$ cat config.mk
export PLATFORM = sky130hd
export DESIGN_NAME = ras_slave
export DESIGN_NICKNAME = d
export VERILOG_FILES = /design/src/hw/ras_pkg.sv /design/src/hw/ras_fifo.sv /design/src/hw/ras_slave.sv
export SDC_FILE = /design/constraint.sdc
export NUM_CORES = 1
export LEC_CHECK = 0
export ABC_AREA = 1
export BUFFER_PORTS_ARGS = -buffer_cell sky130_fd_sc_hd__buf_2
export CAP_MARGIN = 20
export CORE_UTILIZATION = 55
export CTS_BUF_LIST = sky130_fd_sc_hd__clkbuf_8
export CTS_CLUSTER_DIAMETER = 60
export DETAILED_ROUTE_END_ITERATION = 6
export GPL_TIMING_DRIVEN = 0
export PLACE_DENSITY = 0.77
export SLEW_MARGIN = 25
export SYNTH_ARGS = -nofsm -noshare
export SYNTH_HDL_FRONTEND = slang
export SYNTH_HIERARCHICAL = 1
export SYNTH_SLANG_ARGS = --single-unit
$ cat constraint.sdc
create_clock -name sys_clk -period 4.4 [get_ports sys_clk]
set_input_delay 0.44 -clock sys_clk [delete_from_list [all_inputs] [get_ports sys_clk]]
set_output_delay 0.44 -clock sys_clk [all_outputs]
set_load 0.005 [all_outputs]
$ cat src/hw/ras_pkg.sv
package ras_pkg;

	// fixed upper part of the 7-bit target address
	localparam logic [2:0] TGT_ADDR_HI        = 3'h3;
	// reset value of the user address bits held by the storage side
	localparam logic [3:0] USER_ADDR_DEFAULT  = 4'h6;
	// last location an auto-incremented write may still change
	localparam logic [7:0] WR_LAST_ADDR       = 8'h4f;
	// function command location: direct writes only
	localparam logic [7:0] FUNCTION_COMMAND_BYTE_ADDR          = 8'hfe;
	// last location of the pointer space
	localparam logic [7:0] PTR_LAST           = 8'hff;
	// value returned once a read runs past the pointer space
	localparam logic [7:0] PAST_END_DATA      = 8'hff;
	localparam logic [7:0] PTR_RESET          = 8'h00;
	localparam logic [7:0] BYTE_RESET         = 8'h00;
	// bits per byte before the acknowledge bit
	localparam logic [3:0] BYTE_BITS          = 4'h8;
	localparam logic [3:0] CNT_RESET          = 4'h0;
	localparam int         WR_FIFO_DEPTH      = 32;
	localparam int         SYNC_STAGES        = 2;
	// index of the pins inside the synchroniser bank
	localparam int         PIN_SCL            = 0;
	localparam int         PIN_SDA            = 1;
	localparam int         PIN_COUNT          = 2;

	typedef enum logic [3:0] {
		ST_IDLE      = 4'b0000,
		ST_ADDR      = 4'b0001,
		ST_ADDR_ACK  = 4'b0010,
		ST_PTR       = 4'b0011,
		ST_PTR_ACK   = 4'b0100,
		ST_WDATA     = 4'b0101,
		ST_WDATA_ACK = 4'b0110,
		ST_RDATA     = 4'b0111,
		ST_RDATA_ACK = 4'b1000,
		ST_IGNORE    = 4'b1001
	} ras_state_t;

	// one byte headed for the shadow storage
	typedef struct packed {
		logic [7:0] addr;
		logic [7:0] data;
	} ras_wr_item_t;

	localparam ras_wr_item_t WR_ITEM_RESET = '{addr: 8'h00, data: 8'h00};

endpackage

$ cat src/hw/ras_fifo.sv
module ras_fifo
	import ras_pkg::*;
#(
	parameter int WIDTH = $bits(ras_wr_item_t),
	parameter int DEPTH = WR_FIFO_DEPTH
) (
	input  wire logic             sys_clk,
	input  wire logic             resetn,
	input  wire logic             clk_en,
	input  wire logic             in_valid,
	output logic                  in_ready,
	input  wire logic [WIDTH-1:0] in_data,
	output logic                  out_valid,
	input  wire logic             out_ready,
	output logic      [WIDTH-1:0] out_data
);

	localparam int AW = $clog2(DEPTH);

	logic [WIDTH-1:0] mem [DEPTH];
	logic [AW-1:0]    wr_ptr;
	logic [AW-1:0]    rd_ptr;
	logic [AW:0]      count;
	logic             push;
	logic             pop;

	// the output stage is a register so the consumer sees flop outputs
	assign in_ready = (count < (AW+1)'(DEPTH));
	assign push     = in_valid && in_ready;
	assign pop      = (count != '0) && (!out_valid || out_ready);

	always_ff @(posedge sys_clk) begin
		if (clk_en && push) begin
			mem[wr_ptr] <= in_data;
		end
	end

	always_ff @(posedge sys_clk or negedge resetn) begin
		if (!resetn) begin
			wr_ptr <= '0;
			rd_ptr <= '0;
			count  <= '0;
		end else if (clk_en) begin
			if (push) begin
				wr_ptr <= (wr_ptr == AW'(DEPTH-1)) ? '0 : wr_ptr + 1'b1;
			end
			if (pop) begin
				rd_ptr <= (rd_ptr == AW'(DEPTH-1)) ? '0 : rd_ptr + 1'b1;
			end
			count <= count + (AW+1)'(push) - (AW+1)'(pop);
		end
	end

	always_ff @(posedge sys_clk or negedge resetn) begin
		if (!resetn) begin
			out_valid <= 1'b0;
			out_data  <= '0;
		end else if (clk_en) begin
			if (pop) begin
				out_valid <= 1'b1;
				out_data  <= mem[rd_ptr];
			end else if (out_ready) begin
				out_valid <= 1'b0;
			end
		end
	end

endmodule

$ cat src/hw/ras_slave.sv
// What this block does
// - write: address, pointer byte, data bytes, acknowledged unless write buffer full
// - pointer loads from byte after write address
// - in writes, master owns data line except acknowledge bits
// - device drives data line from address acknowledge
// - master not-acknowledge hands data line back
// - pointer increments after each written byte
// - auto-incremented writes past 4Fh are dropped
// - writes to read-only or reserved locations dropped
// - command location FEh accepts only direct writes
// - cut-short or refused bytes are never stored
// - writes reach the shadow copy only
// - read starts at pointer, most significant first
// - pointer increments after each byte sent
// - reads past FFh return FFh
// - reserved locations read back undefined data
// - target address is 011 plus user bits
// - idle device acknowledges start plus matching address
// - eight bits most significant first, then acknowledge
module ras_slave
	import ras_pkg::*;
#(
	parameter int FIFO_DEPTH = WR_FIFO_DEPTH
) (
	input  wire logic         sys_clk,
	input  wire logic         resetn,
	input  wire logic         clk_en,
	input  wire logic         scl_in,
	input  wire logic         sda_in,
	output logic              sda_out,
	output logic              sda_oe,
	input  wire logic [3:0]   user_address_bits,
	output logic [7:0]        mem_ptr,
	input  wire logic         loc_read_only,
	input  wire logic [7:0]   rd_data,
	output logic              rd_strobe,
	output ras_wr_item_t      wr_item,
	output logic              wr_valid,
	input  wire logic         wr_ready,
	output logic              busy
);

	logic [PIN_COUNT-1:0] pin_raw;
	logic [PIN_COUNT-1:0] pin_meta;
	logic [PIN_COUNT-1:0] pin_sync;
	logic                 scl_q;
	logic                 sda_q;
	logic                 scl_rise;
	logic                 scl_fall;
	logic                 bus_start;
	logic                 bus_stop;

	ras_state_t           state;
	logic [3:0]           bit_cnt;
	logic [7:0]           rx_shift;
	logic [7:0]           tx_shift;
	logic                 read_dir;
	logic                 first_byte;
	logic                 past_end;
	logic                 master_nak;
	logic                 keep_byte;
	ras_wr_item_t         pend_item;

	logic                 fifo_in_valid;
	logic                 fifo_in_ready;
	ras_wr_item_t         fifo_in_data;

	// a byte is stored only if its location takes bus writes at all
	function automatic logic write_allowed(input logic [7:0] addr, input logic direct,
		input logic ro, input logic beyond);
		logic ok;
		ok = !ro && !beyond;
		if (addr == FUNCTION_COMMAND_BYTE_ADDR) begin
			ok = ok && direct;
		end else if (!direct && (addr > WR_LAST_ADDR)) begin
			ok = 1'b0;
		end
		return ok;
	endfunction

	function automatic logic addr_match(input logic [7:0] rx, input logic [3:0] user_bits);
		return rx[7:1] == {TGT_ADDR_HI, user_bits};
	endfunction

	// first bit of a freshly loaded byte, same source as the transmit load
	function automatic logic rd_data_bit7();
		return past_end ? PAST_END_DATA[7] : rd_data[7];
	endfunction

	// both bus lines are asynchronous to sys_clk
	assign pin_raw[PIN_SCL] = scl_in;
	assign pin_raw[PIN_SDA] = sda_in;

	genvar gi;
	generate
		for (gi = 0; gi < PIN_COUNT; gi++) begin : g_sync
			always_ff @(posedge sys_clk or negedge resetn) begin
				if (!resetn) begin
					pin_meta[gi] <= 1'b1;
					pin_sync[gi] <= 1'b1;
				end else if (clk_en) begin
					pin_meta[gi] <= pin_raw[gi];
					pin_sync[gi] <= pin_meta[gi];
				end
			end
		end
	endgenerate

	always_ff @(posedge sys_clk or negedge resetn) begin
		if (!resetn) begin
			scl_q <= 1'b1;
			sda_q <= 1'b1;
		end else if (clk_en) begin
			scl_q <= pin_sync[PIN_SCL];
			sda_q <= pin_sync[PIN_SDA];
		end
	end

	assign scl_rise  = pin_sync[PIN_SCL] && !scl_q;
	assign scl_fall  = !pin_sync[PIN_SCL] && scl_q;
	// data moving while the clock stays high marks start or stop
	assign bus_start = pin_sync[PIN_SCL] && scl_q && sda_q && !pin_sync[PIN_SDA];
	assign bus_stop  = pin_sync[PIN_SCL] && scl_q && !sda_q && pin_sync[PIN_SDA];

	// protocol sequencer
	always_ff @(posedge sys_clk or negedge resetn) begin
		if (!resetn) begin
			state <= ST_IDLE;
		end else if (clk_en) begin
			if (bus_start) begin
				state <= ST_ADDR;
			end else if (bus_stop) begin
				state <= ST_IDLE;
			end else if (scl_fall) begin
				case (state)
					ST_ADDR: begin
						if (bit_cnt == BYTE_BITS) begin
							if (addr_match(rx_shift, user_address_bits)) begin
								state <= ST_ADDR_ACK;
							end else begin
								state <= ST_IGNORE;
							end
						end
					end
					ST_ADDR_ACK: begin
						state <= read_dir ? ST_RDATA : ST_PTR;
					end
					ST_PTR: begin
						if (bit_cnt == BYTE_BITS) begin
							state <= ST_PTR_ACK;
						end
					end
					ST_PTR_ACK: begin
						state <= ST_WDATA;
					end
					ST_WDATA: begin
						if (bit_cnt == BYTE_BITS) begin
							// a full buffer refuses the byte instead of losing it
							state <= fifo_in_ready ? ST_WDATA_ACK : ST_IGNORE;
						end
					end
					ST_WDATA_ACK: begin
						state <= ST_WDATA;
					end
					ST_RDATA: begin
						if (bit_cnt == BYTE_BITS) begin
							state <= ST_RDATA_ACK;
						end
					end
					ST_RDATA_ACK: begin
						state <= master_nak ? ST_IGNORE : ST_RDATA;
					end
					default: begin
						state <= state;
					end
				endcase
			end
		end
	end

	// bit counting and receive shifting, sampled on the rising clock edge
	always_ff @(posedge sys_clk or negedge resetn) begin
		if (!resetn) begin
			bit_cnt  <= CNT_RESET;
			rx_shift <= BYTE_RESET;
		end else if (clk_en) begin
			if (bus_start) begin
				bit_cnt <= CNT_RESET;
			end else if (scl_rise) begin
				case (state)
					ST_ADDR, ST_PTR, ST_WDATA: begin
						rx_shift <= {rx_shift[6:0], pin_sync[PIN_SDA]};
						bit_cnt  <= bit_cnt + 4'h1;
					end
					ST_RDATA: begin
						bit_cnt <= bit_cnt + 4'h1;
					end
					default: begin
						bit_cnt <= bit_cnt;
					end
				endcase
			end else if (scl_fall && (bit_cnt == BYTE_BITS)) begin
				bit_cnt <= CNT_RESET;
			end
		end
	end

	always_ff @(posedge sys_clk or negedge resetn) begin
		if (!resetn) begin
			read_dir   <= 1'b0;
			master_nak <= 1'b0;
		end else if (clk_en) begin
			if (state == ST_ADDR && scl_fall && bit_cnt == BYTE_BITS) begin
				read_dir <= rx_shift[0];
			end
			if (state == ST_RDATA_ACK && scl_rise) begin
				master_nak <= pin_sync[PIN_SDA];
			end
		end
	end

	// memory pointer: loaded by the pointer byte, stepped after each byte
	always_ff @(posedge sys_clk or negedge resetn) begin
		if (!resetn) begin
			mem_ptr    <= PTR_RESET;
			past_end   <= 1'b0;
			first_byte <= 1'b0;
		end else if (clk_en && scl_fall) begin
			if (state == ST_PTR && bit_cnt == BYTE_BITS) begin
				mem_ptr    <= rx_shift;
				past_end   <= 1'b0;
				first_byte <= 1'b1;
			end else if ((state == ST_WDATA || state == ST_RDATA) && bit_cnt == BYTE_BITS) begin
				// wrap is harmless: past_end then masks reads and writes
				mem_ptr  <= mem_ptr + 8'h01;
				past_end <= past_end || (mem_ptr == PTR_LAST);
			end else if (state == ST_WDATA_ACK) begin
				first_byte <= 1'b0;
			end
		end
	end

	// write filtering decided with the byte's own address, before the step
	always_ff @(posedge sys_clk or negedge resetn) begin
		if (!resetn) begin
			keep_byte <= 1'b0;
			pend_item <= WR_ITEM_RESET;
		end else if (clk_en && scl_fall && state == ST_WDATA && bit_cnt == BYTE_BITS) begin
			keep_byte      <= write_allowed(mem_ptr, first_byte, loc_read_only, past_end);
			pend_item.addr <= mem_ptr;
			pend_item.data <= rx_shift;
		end
	end

	// the byte is pushed only once its acknowledge clock has completed
	always_ff @(posedge sys_clk or negedge resetn) begin
		if (!resetn) begin
			fifo_in_valid <= 1'b0;
			fifo_in_data  <= WR_ITEM_RESET;
		end else if (clk_en) begin
			fifo_in_valid <= scl_fall && state == ST_WDATA_ACK && keep_byte;
			fifo_in_data  <= pend_item;
		end
	end

	// transmit byte load and shift, driven on falling clock edges
	always_ff @(posedge sys_clk or negedge resetn) begin
		if (!resetn) begin
			tx_shift  <= BYTE_RESET;
			rd_strobe <= 1'b0;
		end else if (clk_en) begin
			rd_strobe <= 1'b0;
			if (scl_fall && ((state == ST_ADDR_ACK && read_dir) ||
				(state == ST_RDATA_ACK && !master_nak))) begin
				// reserved locations simply pass whatever storage returns
				tx_shift  <= past_end ? PAST_END_DATA : rd_data;
				rd_strobe <= 1'b1;
			end else if (scl_fall && state == ST_RDATA && bit_cnt != BYTE_BITS) begin
				tx_shift <= {tx_shift[6:0], 1'b1};
			end
		end
	end

	// open-drain data line: only ever pulled low, released for a one
	always_ff @(posedge sys_clk or negedge resetn) begin
		if (!resetn) begin
			sda_oe <= 1'b0;
		end else if (clk_en) begin
			if (bus_start || bus_stop) begin
				sda_oe <= 1'b0;
			end else if (scl_fall) begin
				case (state)
					ST_ADDR: begin
						sda_oe <= (bit_cnt == BYTE_BITS) &&
							addr_match(rx_shift, user_address_bits);
					end
					ST_ADDR_ACK: begin
						sda_oe <= read_dir && !rd_data_bit7();
					end
					ST_PTR: begin
						sda_oe <= (bit_cnt == BYTE_BITS);
					end
					ST_WDATA: begin
						sda_oe <= (bit_cnt == BYTE_BITS) && fifo_in_ready;
					end
					ST_RDATA: begin
						if (bit_cnt == BYTE_BITS) begin
							sda_oe <= 1'b0;
						end else begin
							sda_oe <= !tx_shift[6];
						end
					end
					ST_RDATA_ACK: begin
						sda_oe <= !master_nak && !rd_data_bit7();
					end
					default: begin
						sda_oe <= 1'b0;
					end
				endcase
			end
		end
	end

	always_ff @(posedge sys_clk or negedge resetn) begin
		if (!resetn) begin
			sda_out <= 1'b0;
			busy    <= 1'b0;
		end else if (clk_en) begin
			sda_out <= 1'b0;
			busy    <= (state != ST_IDLE) && (state != ST_IGNORE);
		end
	end

	ras_fifo #(
		.WIDTH ($bits(ras_wr_item_t)),
		.DEPTH (FIFO_DEPTH)
	) u_wr_fifo (
		.sys_clk   (sys_clk),
		.resetn    (resetn),
		.clk_en    (clk_en),
		.in_valid  (fifo_in_valid),
		.in_ready  (fifo_in_ready),
		.in_data   (fifo_in_data),
		.out_valid (wr_valid),
		.out_ready (wr_ready),
		.out_data  (wr_item)
	);

endmodule

== Word-level counts from Yosys, hierarchy flattened ==
Memory sizes are Yosys's and may differ from the RTL's. A register that Yosys moved wholly into a read port is not among the register bits.
Cells that the tools add are included.

* Reductions and logical operators: 76
* Equality and inequality tests: 22
* Bitwise logic cells: 1
* Muxes and demuxes: 40
* $lt $le $gt $ge: 2
* Add/subtract/negate cells: 6

{| class="wikitable"
|+ Operators by type and width
! cell !! number
|-
| $mux W4 || 14
|-
| $logic_and A1 B1 Y1 || 34
|-
| $pmux W4 S7 || 1
|-
| $mux W7 || 3
|-
| $eq A4 B3 Y1 const B || 4
|-
| $eq A8 B8 Y1 const B || 2
|-
| $mux W1 || 16
|-
| $mux W8 || 2
|-
| $reduce_and A2 Y1 || 8
|-
| $logic_not A1 Y1 || 12
|-
| $ne A4 B3 Y1 const B || 3
|-
| $ne A4 B4 Y1 const B || 3
|-
| $add A5 B1 Y5 const B || 2
|-
| $eq A5 B5 Y1 const B || 2
|-
| $mux W5 || 2
|-
| $reduce_bool A2 Y1 || 5
|-
| $reduce_bool A9 Y1 || 1
|-
| $add A8 B1 Y8 const B || 1
|-
| $eq A4 B2 Y1 const B || 2
|-
| $eq A4 B4 Y1 const B || 2
|-
| $gt A8 B7 Y1 const B || 1
|-
| $eq A7 B6 Y1 || 1
|-
| $reduce_and A7 Y1 || 1
|-
| $add A6 B1 Y6 || 1
|-
| other kinds (18) || 24
|}

* Bits in registers: 95
* Memories kept: 1
* Bits in writable memories: 512
* Logic and storage cells: 176
* Output and inout bits: 29
* Input port bits: 19

{| class="wikitable"
|+ Memories
! name !! depth !! width !! read ports !! clocked after Yosys merged registers in !! wr ports !! RTL line !! source
|-
| u_wr_fifo.mem || 32 || 16 || 1 || 1 || 1 || ras_fifo.sv:20 || <nowiki>logic [WIDTH-1:0] mem [DEPTH];</nowiki>
|}

== Longest topological paths before layout ==
* Depth in word-level cells: 7
* Gate-level depth with buffers: 16
* Depth with buffers taken out: 16

== Hierarchy ==
The synthesis kept the hierarchy.

{| class="wikitable"
|+ By module, submodules not included
! module !! cells each !! times used !! area each (um2) !! sequential area each (um2)
|-
| ras_fifo || 1919 || 1 || 22441.5 || 16200.5
|-
| ras_slave || 487 || 1 || 3891.2 || 1959.4
|}

== Worst setup path before layout ==
Ideal clock, no wire load.

* Kind: register to register
* Start: register u_wr_fifo.count[2]
* End: register u_wr_fifo.count[4]
* Data arrival time: 2.139 ns
* Period minus slack after synthesis: 2.221 ns
* Slack: 2.179 ns
* Cell stages (with the launch flop): 17
* Required time: 4.317 ns
* Path buffers: 0
* Cells stage by stage: dfrtp_1 -> inv_1 -> ha_1 -> nand4_1 -> o21ai_1 -> nor2_1 -> inv_1 -> nand2_1 -> ha_1 -> inv_1 -> fa_1 -> inv_1 -> a21oi_1 -> nor2_1 -> nor2_1 -> xor2_1 -> o21ai_0

* Longest elaborated chain between the ends: 4

{| class="wikitable"
|+ RTL lines
! what !! RTL line !! source
|-
| start, declared || ras_fifo.sv:23 || <nowiki>logic [AW:0] count;</nowiki>
|-
| start signal, assigned || ras_fifo.sv:50 || <nowiki>count <= count + (AW+1)'(push) - (AW+1)'(pop);</nowiki>
|-
| $lt A6 B6 Y1 || ras_fifo.sv:28 || <nowiki>assign in_ready = (count < (AW+1)'(DEPTH));</nowiki>
|-
| $logic_and A1 B1 Y1 || ras_fifo.sv:29 || <nowiki>assign push = in_valid && in_ready;</nowiki>
|-
| $add A6 B1 Y6 || ras_fifo.sv:50 ||
|-
| $sub A6 B1 Y6 (*) || ras_fifo.sv:50 ||
|}

Mark *: on every way between the ends. The rest lies on a longest branch, timed or not.
A chain may end at the register's enable or synchronous reset.

== Worst setup path after layout ==
* Start: register u_wr_fifo.count[5]
* End: memory u_wr_fifo/mem[1][10] in the netlist's numbering, enable pin

* Longest elaborated chain between the ends: 5

{| class="wikitable"
|+ RTL lines
! what !! RTL line !! source
|-
| $lt A6 B6 Y1 || ras_fifo.sv:28 ||
|-
| named net fifo_in_ready || ras_slave.sv:65 || <nowiki>logic fifo_in_ready;</nowiki>
|-
| $logic_and A1 B1 Y1 || ras_fifo.sv:29 ||
|-
| $logic_and A1 B1 Y1 || ras_fifo.sv:33 || <nowiki>if (clk_en && push) begin</nowiki>
|-
| $mux W1 || ras_fifo.sv:33 ||
|-
| $mux W1 (not written as such) || ras_fifo.sv:34 || <nowiki>mem[wr_ptr] <= in_data;</nowiki>
|-
| end, declared || ras_fifo.sv:20 ||
|}

The timed path passes the listed nets, and every way through them passes these cells.

==> results.yml <==
setup_path:
  cp-end-kind: "register"
  worstPathArrival_ns: 3.01
  cp_common_cell: "nand2_1"
  cp_cell_sequence: "inv_1, nand2_1, nor2_4, nand2_1, nor2_2"
  critical_path_peak_fanout: 16
  start_kind: "register"
  crit_slowest_cell: "nor2_2"
  crit_family: "simple AND/OR/NAND/NOR gates"
  path_buf_inv: 1
  cp_data_required_time_ns: 4.71
  cpPeakStageDelay_ns: 0.88
  critical_path_class: "reg -> reg"
sta:
  slew_violations: 0
  worst_slew_pin_slew_ns: 1.02
  post-route-min-period_ns: 2.70
  final.setup.tns_ns: 0
  setup_ws_ns: 1.70
  slew_headroom_pct: 32.1
  holdWs_ns: 0.0941
  rsz0062_at_grt: "false"
  final.period_utilization_pct: 61.5
  hold_viol: 0
  clock_skew_ns: 0.0280
  fmax_mhz: 370
  setup_violations: 0
power:
  switchingPower_uw: 6630
  sw_frac_of_total_pct: 38.5
  power_frac_comb_pct: 34.3
  ir_drop_mv: 0.236
  p_per_area_mw_per_mm2: 580
  p_int_uw: 10600
  p_seq_share_pct: 39.1
  p_leak_uw: 0.0121
  clkPwrFrac_pct: 26.6
  fin_total_pwr_uw: 17200
global_route:
  grt_pass1_vias: 18500
  antenna_found_initial: 1
  grt_pass1_wl_mm: 109
  grt_max_degree: 60
  grt_use_total_pct: 30.1
  grt_overflow: 0
synthesis:
  synth_seq_cells: 623
  synth_top_flop_cell: "edfxtp_1"
  async_flop_share_pct: 17.8
  synth-edff-count: 512
  syn-instance-count: 2406
  synth_top_area_share_pct: 58.4
  synth_area_leaders: "edfxtp_1, nand2_1, dfrtp_1"
  synth_cell_types: 47
  netlist_area_mm2: 0.0263
  ys_warn_count: 6
  syn_area_per_cell_um2: 10.9
  yosys.area.top_type: "edfxtp_1"
  ys_seq_area_share_pct: 69.0
  syn_nets: 2444
placement:
  port_buffers: 46
  gp_congestion: 1.01
  hpwl_mm: 49.4
  place_ws_ns: 1.65
  placed_area_mm2: 0.0278
drt:
  wl_per_cell_um: 22.3
  detail-route-antenna-nets: 0
  vias: 19100
  via_per_inst: 5.85
  drt_iter0_markers: 2394
  drc: 3
  firstDrtPassIters: 7
  drt_wl_total_mm: 72.8
clock_network:
  cts_tree: "yes"
  cts_setup_buffers: 0
  clk_latency_ns: 0.70
  clk_path_buf_depth: 3
  h-tree-depth: 3
  cts.root.buffer_cell: "clkbuf_8"
  cts_buffers: 98
  clock-sinks: 623
  cts.reportedPaths.clkPinSlew_ns: 0.06
min_path:
  min_path_type: "in -> reg"
floorplanning:
  die_w_um: 221
  core-area_mm2: 0.0469
  row_count: 79
  start_util_pct: 56.2
  fp.dieH_um: 221
  io_pins: 48
  die-area_mm2: 0.0488
run_status:
  violations: "design-rule violations"
  status: "finished, violations left"
flow_run:
  max_cap_viol_count: 0
finish:
  nFillCells: 3638
  diodes: 0
  drive_gt1_share_pct: 15.1
  area_growth_pct: 12.6
  final_cell_area_mm2: 0.0297
  fin_nets: 2616
## metal layers
layer | share of wire, % | track usage, %
met5 | 0.014 | 0
met4 | 4.5 | 14.3
met3 | 12 | 7.49
met2 | 46 | 47.8
met1 | 37 | 39.0
## cells in the mapped netlist, types with 13 or more instances
library cell / number
clkbuf_1: 13
inv_1: 61
nand2_1: 871
a21oi_1: 21
ha_1: 18
nand3_1: 462
buf_2: 66
o21ai_0: 46
dfrtp_1: 105
o21ai_1: 24
buf_6: 27
edfxtp_1: 512
nor2_1: 75
## final timing paths
kind                                          from                     end  slack (ns)  depth (start not counted)
worst min-delay path                        clk_en      u_wr_fifo/count[2]        0.09                          2
min in group asynchronous                   resetn                state[1]        0.29                          2
worst max register to register  u_wr_fifo/count[5]    u_wr_fifo/mem[1][10]        1.70                          5
worst min register to register         pin_meta[1]             pin_meta[1]        0.46                          2
worst max-delay path            u_wr_fifo/count[5]    u_wr_fifo/mem[1][10]        1.70                          5
max in group asynchronous                   resetn  u_wr_fifo/out_data[11]        3.39                          3
## cell usage in the layout, fill, tap and decap left out, types with 24 or more instances in the layout
master,n
nand2_1,871
edfxtp_1,512
nand3_1,462
buf_2,111
clkbuf_8,106
inv_1,92
dfrtp_1,89
o21ai_0,46
nor2_1,43
buf_6,35
nor2_2,33
o21ai_1,24
## stage by stage
step	std cells	util, %
2_1_floorplan	2406	-
3_3_place_gp	3059	58.3
3_5_place_dp	3080	59.3
4_1_cts	3269	63.3
5_1_grt	3269	63.3
6_report	3269	63.3
## timing repair
action                     CTS  global route
hold buffers                 5             0
hold endpoints to repair    50             0
resized for setup            0             0
setup endpoints to repair    0             0
## layout make-up
cell class	instances	area [µm²]	area share (%)
Buffer	127	823	2.78
Clock inverter	78	378	1.27
Sequential cell	623	18200	61.3
Tap cell	607	759	2.56
Clock buffer	106	1460	4.92
Multi-Input combinational cell	1580	7160	24.1
Timing Repair Buffer	72	613	2.07
Inverter	76	288	0.970
## kinds of logic (layout without fill, tap and decap cells)
kind of cell    count (synthesis)  count (layout)  synth area share (%)
compound gates                105             105                  2.19
flops                         623             623                  69.0
mux                             4               4                 0.195
buf+inv                       203             459                  4.22
simple gates                 1444            1444                  23.3
other cells                     1               1                0.0142
xor+xnor                        7               7                 0.233
fa+ha+maj                      19              19                 0.931
## power groups by stage
| stage | Clock, µW | Sequential (µW) | Combinational [µW] |
|---|---|---|---|
| global placement | 0 | 6830 | 5560 |
| detailed placement | 0 | 6840 | 5690 |
| finish | 4570 | 6730 | 5910 |
| global route | 4900 | 6750 | 6270 |
| floorplan | 0 | 6790 | 3670 |
| CTS | 4630 | 6730 | 5720 |
## state kept, by name, indices dropped and copies added (netlist names), 2 cells and up
name,count
rx_shift,8
u_wr_fifo/rd_ptr,5
mem_ptr,8
u_wr_fifo/count,6
u_wr_fifo/out_data,16
u_wr_fifo/wr_ptr,5
pin_sync,2
tx_shift,7
bit_cnt,4
pin_meta,2
pend_item,16
state,4
fifo_in_data,16
u_wr_fifo/mem,512
No activity file was read; power rests on OpenSTA's default activity.
